===== src/hdl/net_csr_pkg.sv =====
/*
 * constants for the network main control/status flag block: register offsets,
 * bit positions, reset values, timing counts.
 * assumes a 20 mhz aclk and an axi4-lite master holding the register bus.
 */
package net_csr_pkg;
   // ------------------------------------------------------------
   // register offsets (byte addresses)
   // ------------------------------------------------------------
   localparam logic [7:0] ADDR_MAIN_CSR = 8'h00; // net_main_ctrl_status
   localparam logic [7:0] ADDR_IRQ_STAT = 8'h04; // sticky event status
   localparam logic [7:0] ADDR_IRQ_MASK = 8'h08; // event mask
   localparam logic [7:0] ADDR_TX_BYTES = 8'h0c; // live transmit byte count
   // ------------------------------------------------------------
   // main register bit positions
   // ------------------------------------------------------------
   localparam int BIT_ERR   = 15;
   localparam int BIT_TX_TIMEOUT_FLAG  = 14;
   localparam int BIT_HBF   = 13;
   localparam int BIT_MISS  = 12;
   localparam int BIT_MEM   = 11;
   localparam int BIT_RXEV  = 10;
   localparam int BIT_TXEV  = 9;
   localparam int BIT_IDONE = 8;
   localparam int BIT_IRQ   = 7;
   localparam int BIT_IEN   = 6;
   localparam int BIT_RXON  = 5;
   localparam int BIT_TXON  = 4;
   localparam int BIT_STOP  = 2;
   localparam int BIT_START = 1;
   localparam int BIT_INIT  = 0;
   localparam int NUM_EV    = 7;  // flags 14..8
   localparam int EV_LSB    = 8;
   localparam logic [6:0] RST_FLAGS = 7'h00;
   localparam logic [6:0] IRQ_SRC   = 7'h5f; // all flags but heartbeat (bit 13)
   localparam logic [6:0] ERR_SRC   = 7'h78; // flags 14..11
   localparam logic [6:0] RST_MASK  = 7'h7f;
   // ------------------------------------------------------------
   // interrupt routing (line two, level 16, vector d5)
   // ------------------------------------------------------------
   localparam logic [4:0] IRQ_LEVEL  = 5'h10;
   localparam logic [7:0] IRQ_VECTOR = 8'hd5;
   // ------------------------------------------------------------
   // timing
   // ------------------------------------------------------------
   localparam int CLK_HZ          = 20_000_000;
   localparam int MAX_TX_BYTES    = 1519;
   localparam int HB_WAIT_NS      = 2000;   // 2 us
   localparam int MEM_WAIT_NS     = 25600;  // 25.6 us
   localparam int HB_WAIT_CYC     = (HB_WAIT_NS * (CLK_HZ / 1_000_000)) / 1000;
   localparam int MEM_WAIT_CYC    = (MEM_WAIT_NS * (CLK_HZ / 1_000_000)) / 1000;
   localparam logic [2:0] RESP_OKAY   = 3'h0;
   localparam logic [1:0] RESP_OK     = 2'h0;
   localparam logic [1:0] RESP_SLVERR = 2'h2;
endpackage : net_csr_pkg


===== src/hdl/net_ctrl_status_irq_flags.sv =====
/*
 * status-flag and interrupt part of the network main control/status register,
 * with an axi4-lite slave, sticky event status, mask and level interrupt.
 * assumes the descriptor engines, mac and dma report events as one-cycle pulses.
 */
`timescale 1ns/1ps
module net_ctrl_status_irq_flags (
   input  wire logic        aclk,
   input  wire logic        aresetn,
   input  wire logic        io_bus_reset,
   // axi4-lite slave
   input  wire logic [7:0]  s_axi_awaddr,
   input  wire logic [2:0]  s_axi_awprot,
   input  wire logic        s_axi_awvalid,
   output logic             s_axi_awready,
   input  wire logic [31:0] s_axi_wdata,
   input  wire logic [3:0]  s_axi_wstrb,
   input  wire logic        s_axi_wvalid,
   output logic             s_axi_wready,
   output logic [1:0]       s_axi_bresp,
   output logic             s_axi_bvalid,
   input  wire logic        s_axi_bready,
   input  wire logic [7:0]  s_axi_araddr,
   input  wire logic [2:0]  s_axi_arprot,
   input  wire logic        s_axi_arvalid,
   output logic             s_axi_arready,
   output logic [31:0]      s_axi_rdata,
   output logic [1:0]       s_axi_rresp,
   output logic             s_axi_rvalid,
   input  wire logic        s_axi_rready,
   // events from the rest of the unit
   input  wire logic        tx_byte_sent,
   input  wire logic        tx_packet_end,
   input  wire logic        tx_own_done,
   input  wire logic        collision_in,
   input  wire logic        rx_no_buffer_drop,
   input  wire logic        internal_loopback,
   input  wire logic        dma_cycle_active,
   input  wire logic        dma_ready,
   input  wire logic        rx_last_desc_update,
   input  wire logic        rx_fail_stop,
   input  wire logic        tx_last_desc_update,
   input  wire logic        tx_fail_stop,
   input  wire logic        init_params_stored,
   input  wire logic        rx_start_on,
   input  wire logic        tx_start_on,
   // state to the rest of the unit
   output logic             stop_out,
   output logic             error_summary,
   output logic             rx_on,
   output logic             tx_on,
   output logic             irq_line_two,
   output logic [4:0]       priority_level,
   output logic [7:0]       irq_vector,
   output logic             irq
);
   import net_csr_pkg::*;

   // ------------------------------------------------------------
   // state
   // ------------------------------------------------------------
   logic [6:0]  flags_reg;       // bits 14..8
   logic [6:0]  flag_set;
   logic [6:0]  stat_reg;
   logic [6:0]  mask_reg;
   logic        ien_reg;
   logic        stop_reg;
   logic        rxon_reg;
   logic        txon_reg;
   logic [10:0] tx_bytes_reg;
   logic        tx_timeout_flag_seen_reg;
   logic        hb_wait_reg;
   logic        hb_fail;
   logic        mem_fail;
   logic        aw_held_reg;
   logic        w_held_reg;
   logic [7:0]  aw_addr_reg;
   logic [31:0] w_data_reg;
   logic [3:0]  w_strb_reg;
   logic        wr_fire;
   logic        clr_all;
   logic        stop_wr;
   logic [15:0] main_view;
   logic        irq_sum;
   logic        err_sum;
   logic        wr_main;
   logic        wr_stat;
   logic        wr_mask;

   assign clr_all = !aresetn || io_bus_reset;

   // ------------------------------------------------------------
   // axi4-lite write channel
   // ------------------------------------------------------------
   // address and data are taken independently, in either order
   always_ff @(posedge aclk) begin
      if (!aresetn) begin
         aw_held_reg <= 1'b0;
         w_held_reg  <= 1'b0;
         aw_addr_reg <= 8'h00;
         w_data_reg  <= 32'h0000_0000;
         w_strb_reg  <= 4'h0;
      end else begin
         if (s_axi_awvalid && s_axi_awready) begin
            aw_held_reg <= 1'b1;
            aw_addr_reg <= s_axi_awaddr;
         end else if (wr_fire) begin
            aw_held_reg <= 1'b0;
         end
         if (s_axi_wvalid && s_axi_wready) begin
            w_held_reg <= 1'b1;
            w_data_reg <= s_axi_wdata;
            w_strb_reg <= s_axi_wstrb;
         end else if (wr_fire) begin
            w_held_reg <= 1'b0;
         end
      end
   end

   assign wr_fire = aw_held_reg && w_held_reg && !s_axi_bvalid;
   assign wr_main = wr_fire && aw_addr_reg == ADDR_MAIN_CSR;
   assign wr_stat = wr_fire && aw_addr_reg == ADDR_IRQ_STAT && w_strb_reg[0];
   assign wr_mask = wr_fire && aw_addr_reg == ADDR_IRQ_MASK && w_strb_reg[0];
   assign stop_wr = wr_main && w_strb_reg[0] && w_data_reg[BIT_STOP];

   // ready flags and write response
   always_ff @(posedge aclk) begin
      if (!aresetn) begin
         s_axi_awready <= 1'b0;
         s_axi_wready  <= 1'b0;
         s_axi_bvalid  <= 1'b0;
         s_axi_bresp   <= RESP_OK;
      end else begin
         s_axi_awready <= !aw_held_reg && !(s_axi_awvalid && s_axi_awready);
         s_axi_wready  <= !w_held_reg && !(s_axi_wvalid && s_axi_wready);
         if (wr_fire) begin
            s_axi_bvalid <= 1'b1;
            s_axi_bresp  <= (aw_addr_reg == ADDR_MAIN_CSR || aw_addr_reg == ADDR_IRQ_STAT ||
                             aw_addr_reg == ADDR_IRQ_MASK || aw_addr_reg == ADDR_TX_BYTES)
                            ? RESP_OK : RESP_SLVERR;
         end else if (s_axi_bready) begin
            s_axi_bvalid <= 1'b0;
         end
      end
   end

   // ------------------------------------------------------------
   // event detection
   // ------------------------------------------------------------
   // byte count of the packet in flight, tx_timeout_flag once per packet
   always_ff @(posedge aclk) begin
      if (clr_all || stop_reg || tx_packet_end) begin
         tx_bytes_reg  <= 11'h000;
         tx_timeout_flag_seen_reg <= 1'b0;
      end else if (tx_byte_sent) begin
         if (tx_bytes_reg != 11'h7ff) begin
            tx_bytes_reg <= tx_bytes_reg + 11'h001;
         end
         if (tx_bytes_reg == 11'(MAX_TX_BYTES - 1)) begin
            tx_timeout_flag_seen_reg <= 1'b1;
         end
      end
   end

   // heartbeat window opens when own transmission completes
   always_ff @(posedge aclk) begin
      if (clr_all || stop_reg || collision_in || hb_fail) begin
         hb_wait_reg <= 1'b0;
      end else if (tx_own_done) begin
         hb_wait_reg <= 1'b1;
      end
   end

   net_timeout_timer #(.LIMIT(HB_WAIT_CYC)) hb_timer (
      .aclk    (aclk),
      .aresetn (aresetn),
      .arm     (hb_wait_reg && !collision_in),
      .expired (hb_fail)
   );

   net_timeout_timer #(.LIMIT(MEM_WAIT_CYC)) mem_timer (
      .aclk    (aclk),
      .aresetn (aresetn),
      .arm     (dma_cycle_active && !dma_ready && !stop_reg),
      .expired (mem_fail)
   );

   // set sources for flags 14..8
   always_comb begin
      flag_set    = 7'h00;
      flag_set[6] = tx_byte_sent && !tx_timeout_flag_seen_reg &&
                    tx_bytes_reg == 11'(MAX_TX_BYTES - 1);
      flag_set[5] = hb_fail;
      flag_set[4] = rx_no_buffer_drop && !internal_loopback;
      flag_set[3] = mem_fail;
      flag_set[2] = rx_last_desc_update || rx_fail_stop;
      flag_set[1] = tx_last_desc_update || tx_fail_stop;
      flag_set[0] = init_params_stored;
   end

   // ------------------------------------------------------------
   // flags, enable, stop, receiver/transmitter on
   // ------------------------------------------------------------
   // one-to-clear with set winning; stop and resets clear everything
   always_ff @(posedge aclk) begin
      if (clr_all || stop_wr) begin
         flags_reg <= RST_FLAGS;
      end else begin
         flags_reg <= (flags_reg & ~((wr_main && w_strb_reg[1]) ? w_data_reg[14:8] : 7'h00))
                      | flag_set;
      end
   end

   // interrupt enable, read/write
   always_ff @(posedge aclk) begin
      if (clr_all || stop_wr) begin
         ien_reg <= 1'b0;
      end else if (wr_main && w_strb_reg[0]) begin
         ien_reg <= w_data_reg[BIT_IEN];
      end
   end

   // stop held after reset, cleared by start or init
   always_ff @(posedge aclk) begin
      if (clr_all) begin
         stop_reg <= 1'b1;
      end else if (stop_wr) begin
         stop_reg <= 1'b1;
      end else if (wr_main && w_strb_reg[0] && (w_data_reg[BIT_START] || w_data_reg[BIT_INIT])) begin
         stop_reg <= 1'b0;
      end
   end

   // receiver and transmitter on, dropped by memory timeout
   always_ff @(posedge aclk) begin
      if (clr_all || stop_wr || mem_fail) begin
         rxon_reg <= 1'b0;
         txon_reg <= 1'b0;
      end else begin
         if (rx_start_on) begin
            rxon_reg <= 1'b1;
         end
         if (tx_start_on) begin
            txon_reg <= 1'b1;
         end
      end
   end

   assign irq_sum = |(flags_reg & IRQ_SRC);
   assign err_sum = |(flags_reg & ERR_SRC);

   always_comb begin
      main_view            = 16'h0000;
      main_view[14:8]      = flags_reg;
      main_view[BIT_ERR]   = err_sum;
      main_view[BIT_IRQ]   = irq_sum;
      main_view[BIT_IEN]   = ien_reg;
      main_view[BIT_RXON]  = rxon_reg;
      main_view[BIT_TXON]  = txon_reg;
      main_view[BIT_STOP]  = stop_reg;
   end

   // ------------------------------------------------------------
   // sticky status and mask for the level interrupt
   // ------------------------------------------------------------
   // each flag event also latches here; write one clears, set wins
   always_ff @(posedge aclk) begin
      if (clr_all || stop_wr) begin
         stat_reg <= RST_FLAGS;
      end else begin
         stat_reg <= (stat_reg & ~(wr_stat ? w_data_reg[6:0] : 7'h00)) | flag_set;
      end
   end

   always_ff @(posedge aclk) begin
      if (clr_all) begin
         mask_reg <= RST_MASK;
      end else if (wr_mask) begin
         mask_reg <= w_data_reg[6:0];
      end
   end

   // ------------------------------------------------------------
   // registered outputs
   // ------------------------------------------------------------
   always_ff @(posedge aclk) begin
      if (!aresetn) begin
         irq_line_two   <= 1'b0;
         irq            <= 1'b0;
         stop_out       <= 1'b1;
         error_summary  <= 1'b0;
         rx_on          <= 1'b0;
         tx_on          <= 1'b0;
         priority_level <= IRQ_LEVEL;
         irq_vector     <= IRQ_VECTOR;
      end else begin
         irq_line_two   <= irq_sum && ien_reg;
         irq            <= |(stat_reg & mask_reg);
         stop_out       <= stop_reg;
         error_summary  <= err_sum;
         rx_on          <= rxon_reg;
         tx_on          <= txon_reg;
         priority_level <= IRQ_LEVEL;
         irq_vector     <= IRQ_VECTOR;
      end
   end

   // ------------------------------------------------------------
   // axi4-lite read channel
   // ------------------------------------------------------------
   always_ff @(posedge aclk) begin
      if (!aresetn) begin
         s_axi_arready <= 1'b0;
         s_axi_rvalid  <= 1'b0;
         s_axi_rdata   <= 32'h0000_0000;
         s_axi_rresp   <= RESP_OK;
      end else begin
         s_axi_arready <= !s_axi_rvalid && !(s_axi_arvalid && s_axi_arready);
         if (s_axi_arvalid && s_axi_arready) begin
            s_axi_rvalid <= 1'b1;
            s_axi_rresp  <= RESP_OK;
            unique case (s_axi_araddr)
               ADDR_MAIN_CSR: s_axi_rdata <= {16'h0000, main_view};
               ADDR_IRQ_STAT: s_axi_rdata <= {25'h0000000, stat_reg};
               ADDR_IRQ_MASK: s_axi_rdata <= {25'h0000000, mask_reg};
               ADDR_TX_BYTES: s_axi_rdata <= {21'h000000, tx_bytes_reg};
               default: begin
                  s_axi_rdata <= 32'h0000_0000;
                  s_axi_rresp <= RESP_SLVERR;
               end
            endcase
         end else if (s_axi_rready) begin
            s_axi_rvalid <= 1'b0;
         end
      end
   end
endmodule : net_ctrl_status_irq_flags


===== src/hdl/net_timeout_timer.sv =====
/*
 * one-shot watchdog: counts while armed, pulses expired once at the limit.
 * assumes arm is a level held by the caller; dropping it restarts.
 */
`timescale 1ns/1ps
module net_timeout_timer #(
   parameter int LIMIT = 40
) (
   input  wire logic aclk,
   input  wire logic aresetn,
   input  wire logic arm,
   output logic      expired
);
   logic [15:0] count_reg;
   logic        done_reg;

   // count up while armed, stop after expiry
   always_ff @(posedge aclk) begin
      if (!aresetn || !arm) begin
         count_reg <= 16'h0000;
         done_reg  <= 1'b0;
      end else if (!done_reg) begin
         if (count_reg == 16'(LIMIT - 1)) begin
            done_reg <= 1'b1;
         end
         count_reg <= count_reg + 16'h0001;
      end
   end

   assign expired = arm && !done_reg && (count_reg == 16'(LIMIT - 1));
endmodule : net_timeout_timer


===== config.mk =====
export PLATFORM = sky130hd
export DESIGN_NAME = net_ctrl_status_irq_flags
export DESIGN_NICKNAME = d
export VERILOG_FILES = /design/src/hdl/net_csr_pkg.sv /design/src/hdl/net_ctrl_status_irq_flags.sv /design/src/hdl/net_timeout_timer.sv
export SDC_FILE = /design/constraint.sdc
export NUM_CORES = 1
export LEC_CHECK = 0
export BUFFER_PORTS_ARGS = -buffer_cell sky130_fd_sc_hd__buf_4
export CAP_MARGIN = 20
export CORE_AREA = 2 2 153 80
export DETAILED_ROUTE_END_ITERATION = 12
export DIE_AREA = 0 0 155 82
export PLACE_DENSITY_LB_ADDON = 0.25
export SYNTH_ARGS = -nofsm -noshare
export SYNTH_HDL_FRONTEND = slang
export SYNTH_SLANG_ARGS = --single-unit

===== constraint.sdc =====
create_clock -name aclk -period 2.3 [get_ports aclk]
set_clock_uncertainty 0.05 [all_clocks]
set_input_delay 0.115 -clock aclk [delete_from_list [all_inputs] [get_ports aclk]]
set_output_delay 0.115 -clock aclk [all_outputs]
set_load 0.01 [all_outputs]

==> impl_metrics.tcl <==
set metrics [dict create \
    grt_max_degree 33 \
    synth-main-ff-cell "dfxtp_1" \
    async_flop_share_pct 0 \
    clk_latency_ps 410 \
    netlist_area_um2 5460 \
    fin_crit_sh_pct 87.3 \
    netlist_instances 628 \
    die-height_um 82 \
    stdcell_area_um2 7140 \
    switching_share_pct 21.9 \
    antenna_found_initial 0 \
    vias 4907 \
    maxCapViolCount 0 \
    multi_input_area_um2 2610 \
    yosysWarnings 0 \
    power_density_nw_per_um2 748 \
    cts_tree "built" \
    p_seq_share_pct 42.7 \
    slew_headroom_pct 51.0 \
    final_common_cell "dfxtp_1" \
    htreeDepth 4 \
    postSynthAreaPerCell_um2 8.70 \
    cts-root-buf "clkbuf_16" \
    critical_path_class "reg -> reg" \
    ys_seq_area_share_pct 46.6 \
    drt_drc_violations_left 0 \
    io_pins 141 \
    synth.area.top_cells "dfxtp_1 47%, nand2_1 6.1%, a21oi_1 4.8%" \
    fin_crit_ps 2010 \
    cts_resized 0 \
    firstDrtPassIters 7 \
    seqCellArea_um2 2540 \
    crit_required_ps 2560 \
    gr-total-overflow 0 \
    cp-start-kind "flop" \
    area_delta_synth_final_pct 30.8 \
    p_sw_w 0.00117 \
    synth_area_leader_cell "dfxtp_1" \
    p_leak_nw 2.72 \
    ant_nets 0 \
    dpl.cell_count 847 \
    grt_pass1_vias 4397 \
    worstPathArrival_ps 2270 \
    antennaDiodeCount 0 \
    synth_top_cell_area_share_pct 46.6 \
    wl_per_cell_um 15.4 \
    initial_core_util_pct 47.7 \
    nNetsFinal 842 \
    grt_usage_pct 23.1 \
    routed_wl_um 14200 \
    peakVddDrop_mv 0.477 \
    pwr-share-comb_pct 6.6 \
    grt_pass1_wl_um 22700 \
    hold_slack_ps 12.8 \
    num_rows 28 \
    synth-seq-cells 127 \
    numCtsBuffers 17 \
    stdcell_count 920 \
    final_hold_viol_count 0 \
    gp_routability_congestion 0.833 \
    finalSetupViolations 0 \
    drive_above_1_share_pct 18.3 \
    cts.reportedPaths.clkPinSlew_ps 50 \
    io_buffers 83 \
    hpwlAfterDp_um 10400 \
    slew_violations 0 \
    fillCellCount 958 \
    place_area_um2 6130 \
    tightest_slew_ps 730 \
    end_kind "flop" \
    p_int_w 0.00417 \
    die_area_um2 12700 \
    tns_ps 0 \
    cts.sinks 127 \
    status "completed" \
    hold_path_class "in -> reg" \
    fmax_ghz 0.498 \
    layout_common_cells "127 x dfxtp_1, 92 x buf_4, 89 x nand2_1" \
    synth_edf_count 0 \
    worstPathMaxFanout 8 \
    rsz0062_at_grt "no" \
    ys_types 58 \
    p_clk_share_pct 50.8 \
    die_w_um 155 \
    initialDrtViolationCount 415 \
    fp.coreArea_um2 11500 \
    cts_buffer_depth 2 \
    vias_per_cell 5.33 \
]
## routing by layer
metal | vias to the layer above | wire (µm) | global-route usage (%)
met1 | 2263 | 7130 | 33.7
li1 | 2411 | - | -
met2 | 213 | 5800 | 34.2
met3 | 20 | 1110 | 5.07
met5 | - | 0 | 0
met4 | 0 | 166 | 6.76
## repair_timing
| item | 4_1_cts | 5_1_grt |
|---|---|---|
| buffers inserted | 0 | 0 |
| endpoints found under the setup margin | 0 | 0 |
| hold endpoints to repair | 39 | 0 |
| hold buffers | 41 | 0 |
## Yosys cell counts, types with 3 or more instances
library cell,count
a22o_1,4
mux4_2,4
and3b_1,4
or3_1,8
xor2_1,7
nand4b_1,3
nor2_1,51
a22oi_1,9
nor2b_1,5
and3_1,4
nor3_1,21
mux2i_1,4
nand4_1,18
buf_1,4
nand3_1,6
a21oi_1,52
nand2b_1,8
clkbuf_1,16
a31oi_1,3
nand2_1,89
nand3b_1,3
ha_1,4
inv_1,27
mux2_2,3
o211ai_1,7
o31ai_1,6
and2_1,6
a211oi_1,3
o21ai_0,27
a311oi_1,4
buf_4,32
nor4_1,14
xnor2_1,17
or4_1,3
dfxtp_1,127
## path summary, 6_finish.rpt
path / endpoint / slack (ps) / startpoint / depth (start not counted)
setup / recovery: tx_bytes_reg[2] / 290 / tx_bytes_reg[0] / 5
hold / removal: s_axi_rdata[15] / 10 / s_axi_araddr[2] / 2
setup reg to reg: tx_bytes_reg[2] / 290 / tx_bytes_reg[0] / 5
hold reg to reg: s_axi_arready / 390 / s_axi_rvalid / 1
## logic make-up after synthesis
kind of cell    synth area share, %
simple gates                   23.8
flops                          46.6
compound gates                 14.1
buf+inv                        7.70
xor+xnor                       3.85
mux                            3.00
fa+ha+maj                     0.916
other cells                   0.138
## metrics by stage
step	utilization, %	total power, W	setup slack [ps]
CTS	62.4	0.00537	335
global placement	53.5	0.00261	456
finish	62.4	0.00534	293
floorplan	-	0.00251	586
detailed placement	53.5	0.00262	365
global route	62.4	0.00551	149
## critical path, cell delays in order (launching register included)
cell	delay [ps]
dfxtp_1	440
ha_1	280
inv_1	80
nor4_2	680
nor2_1	120
a211oi_1	270
## power groups by stage
stage | sequential [W] | combinational (W) | clock [W]
floorplan | 0.00232 | 0.000191 | 0
global placement | 0.00232 | 0.000283 | 0
detailed placement | 0.00233 | 0.000293 | 0
CTS | 0.00228 | 0.000347 | 0.00275
global route | 0.00228 | 0.000385 | 0.00285
finish | 0.00228 | 0.000351 | 0.00271
## layout make-up
class	instances	share of cell area [%]
Clock inverter	11	1.94
Timing Repair Buffer	133	15.4
Inverter	28	1.47
Multi-Input combinational cell	450	36.5
Tap cell	150	2.63
Sequential cell	127	35.6
Clock buffer	21	6.45
Note: power is estimated with default switching activity, not from simulation.
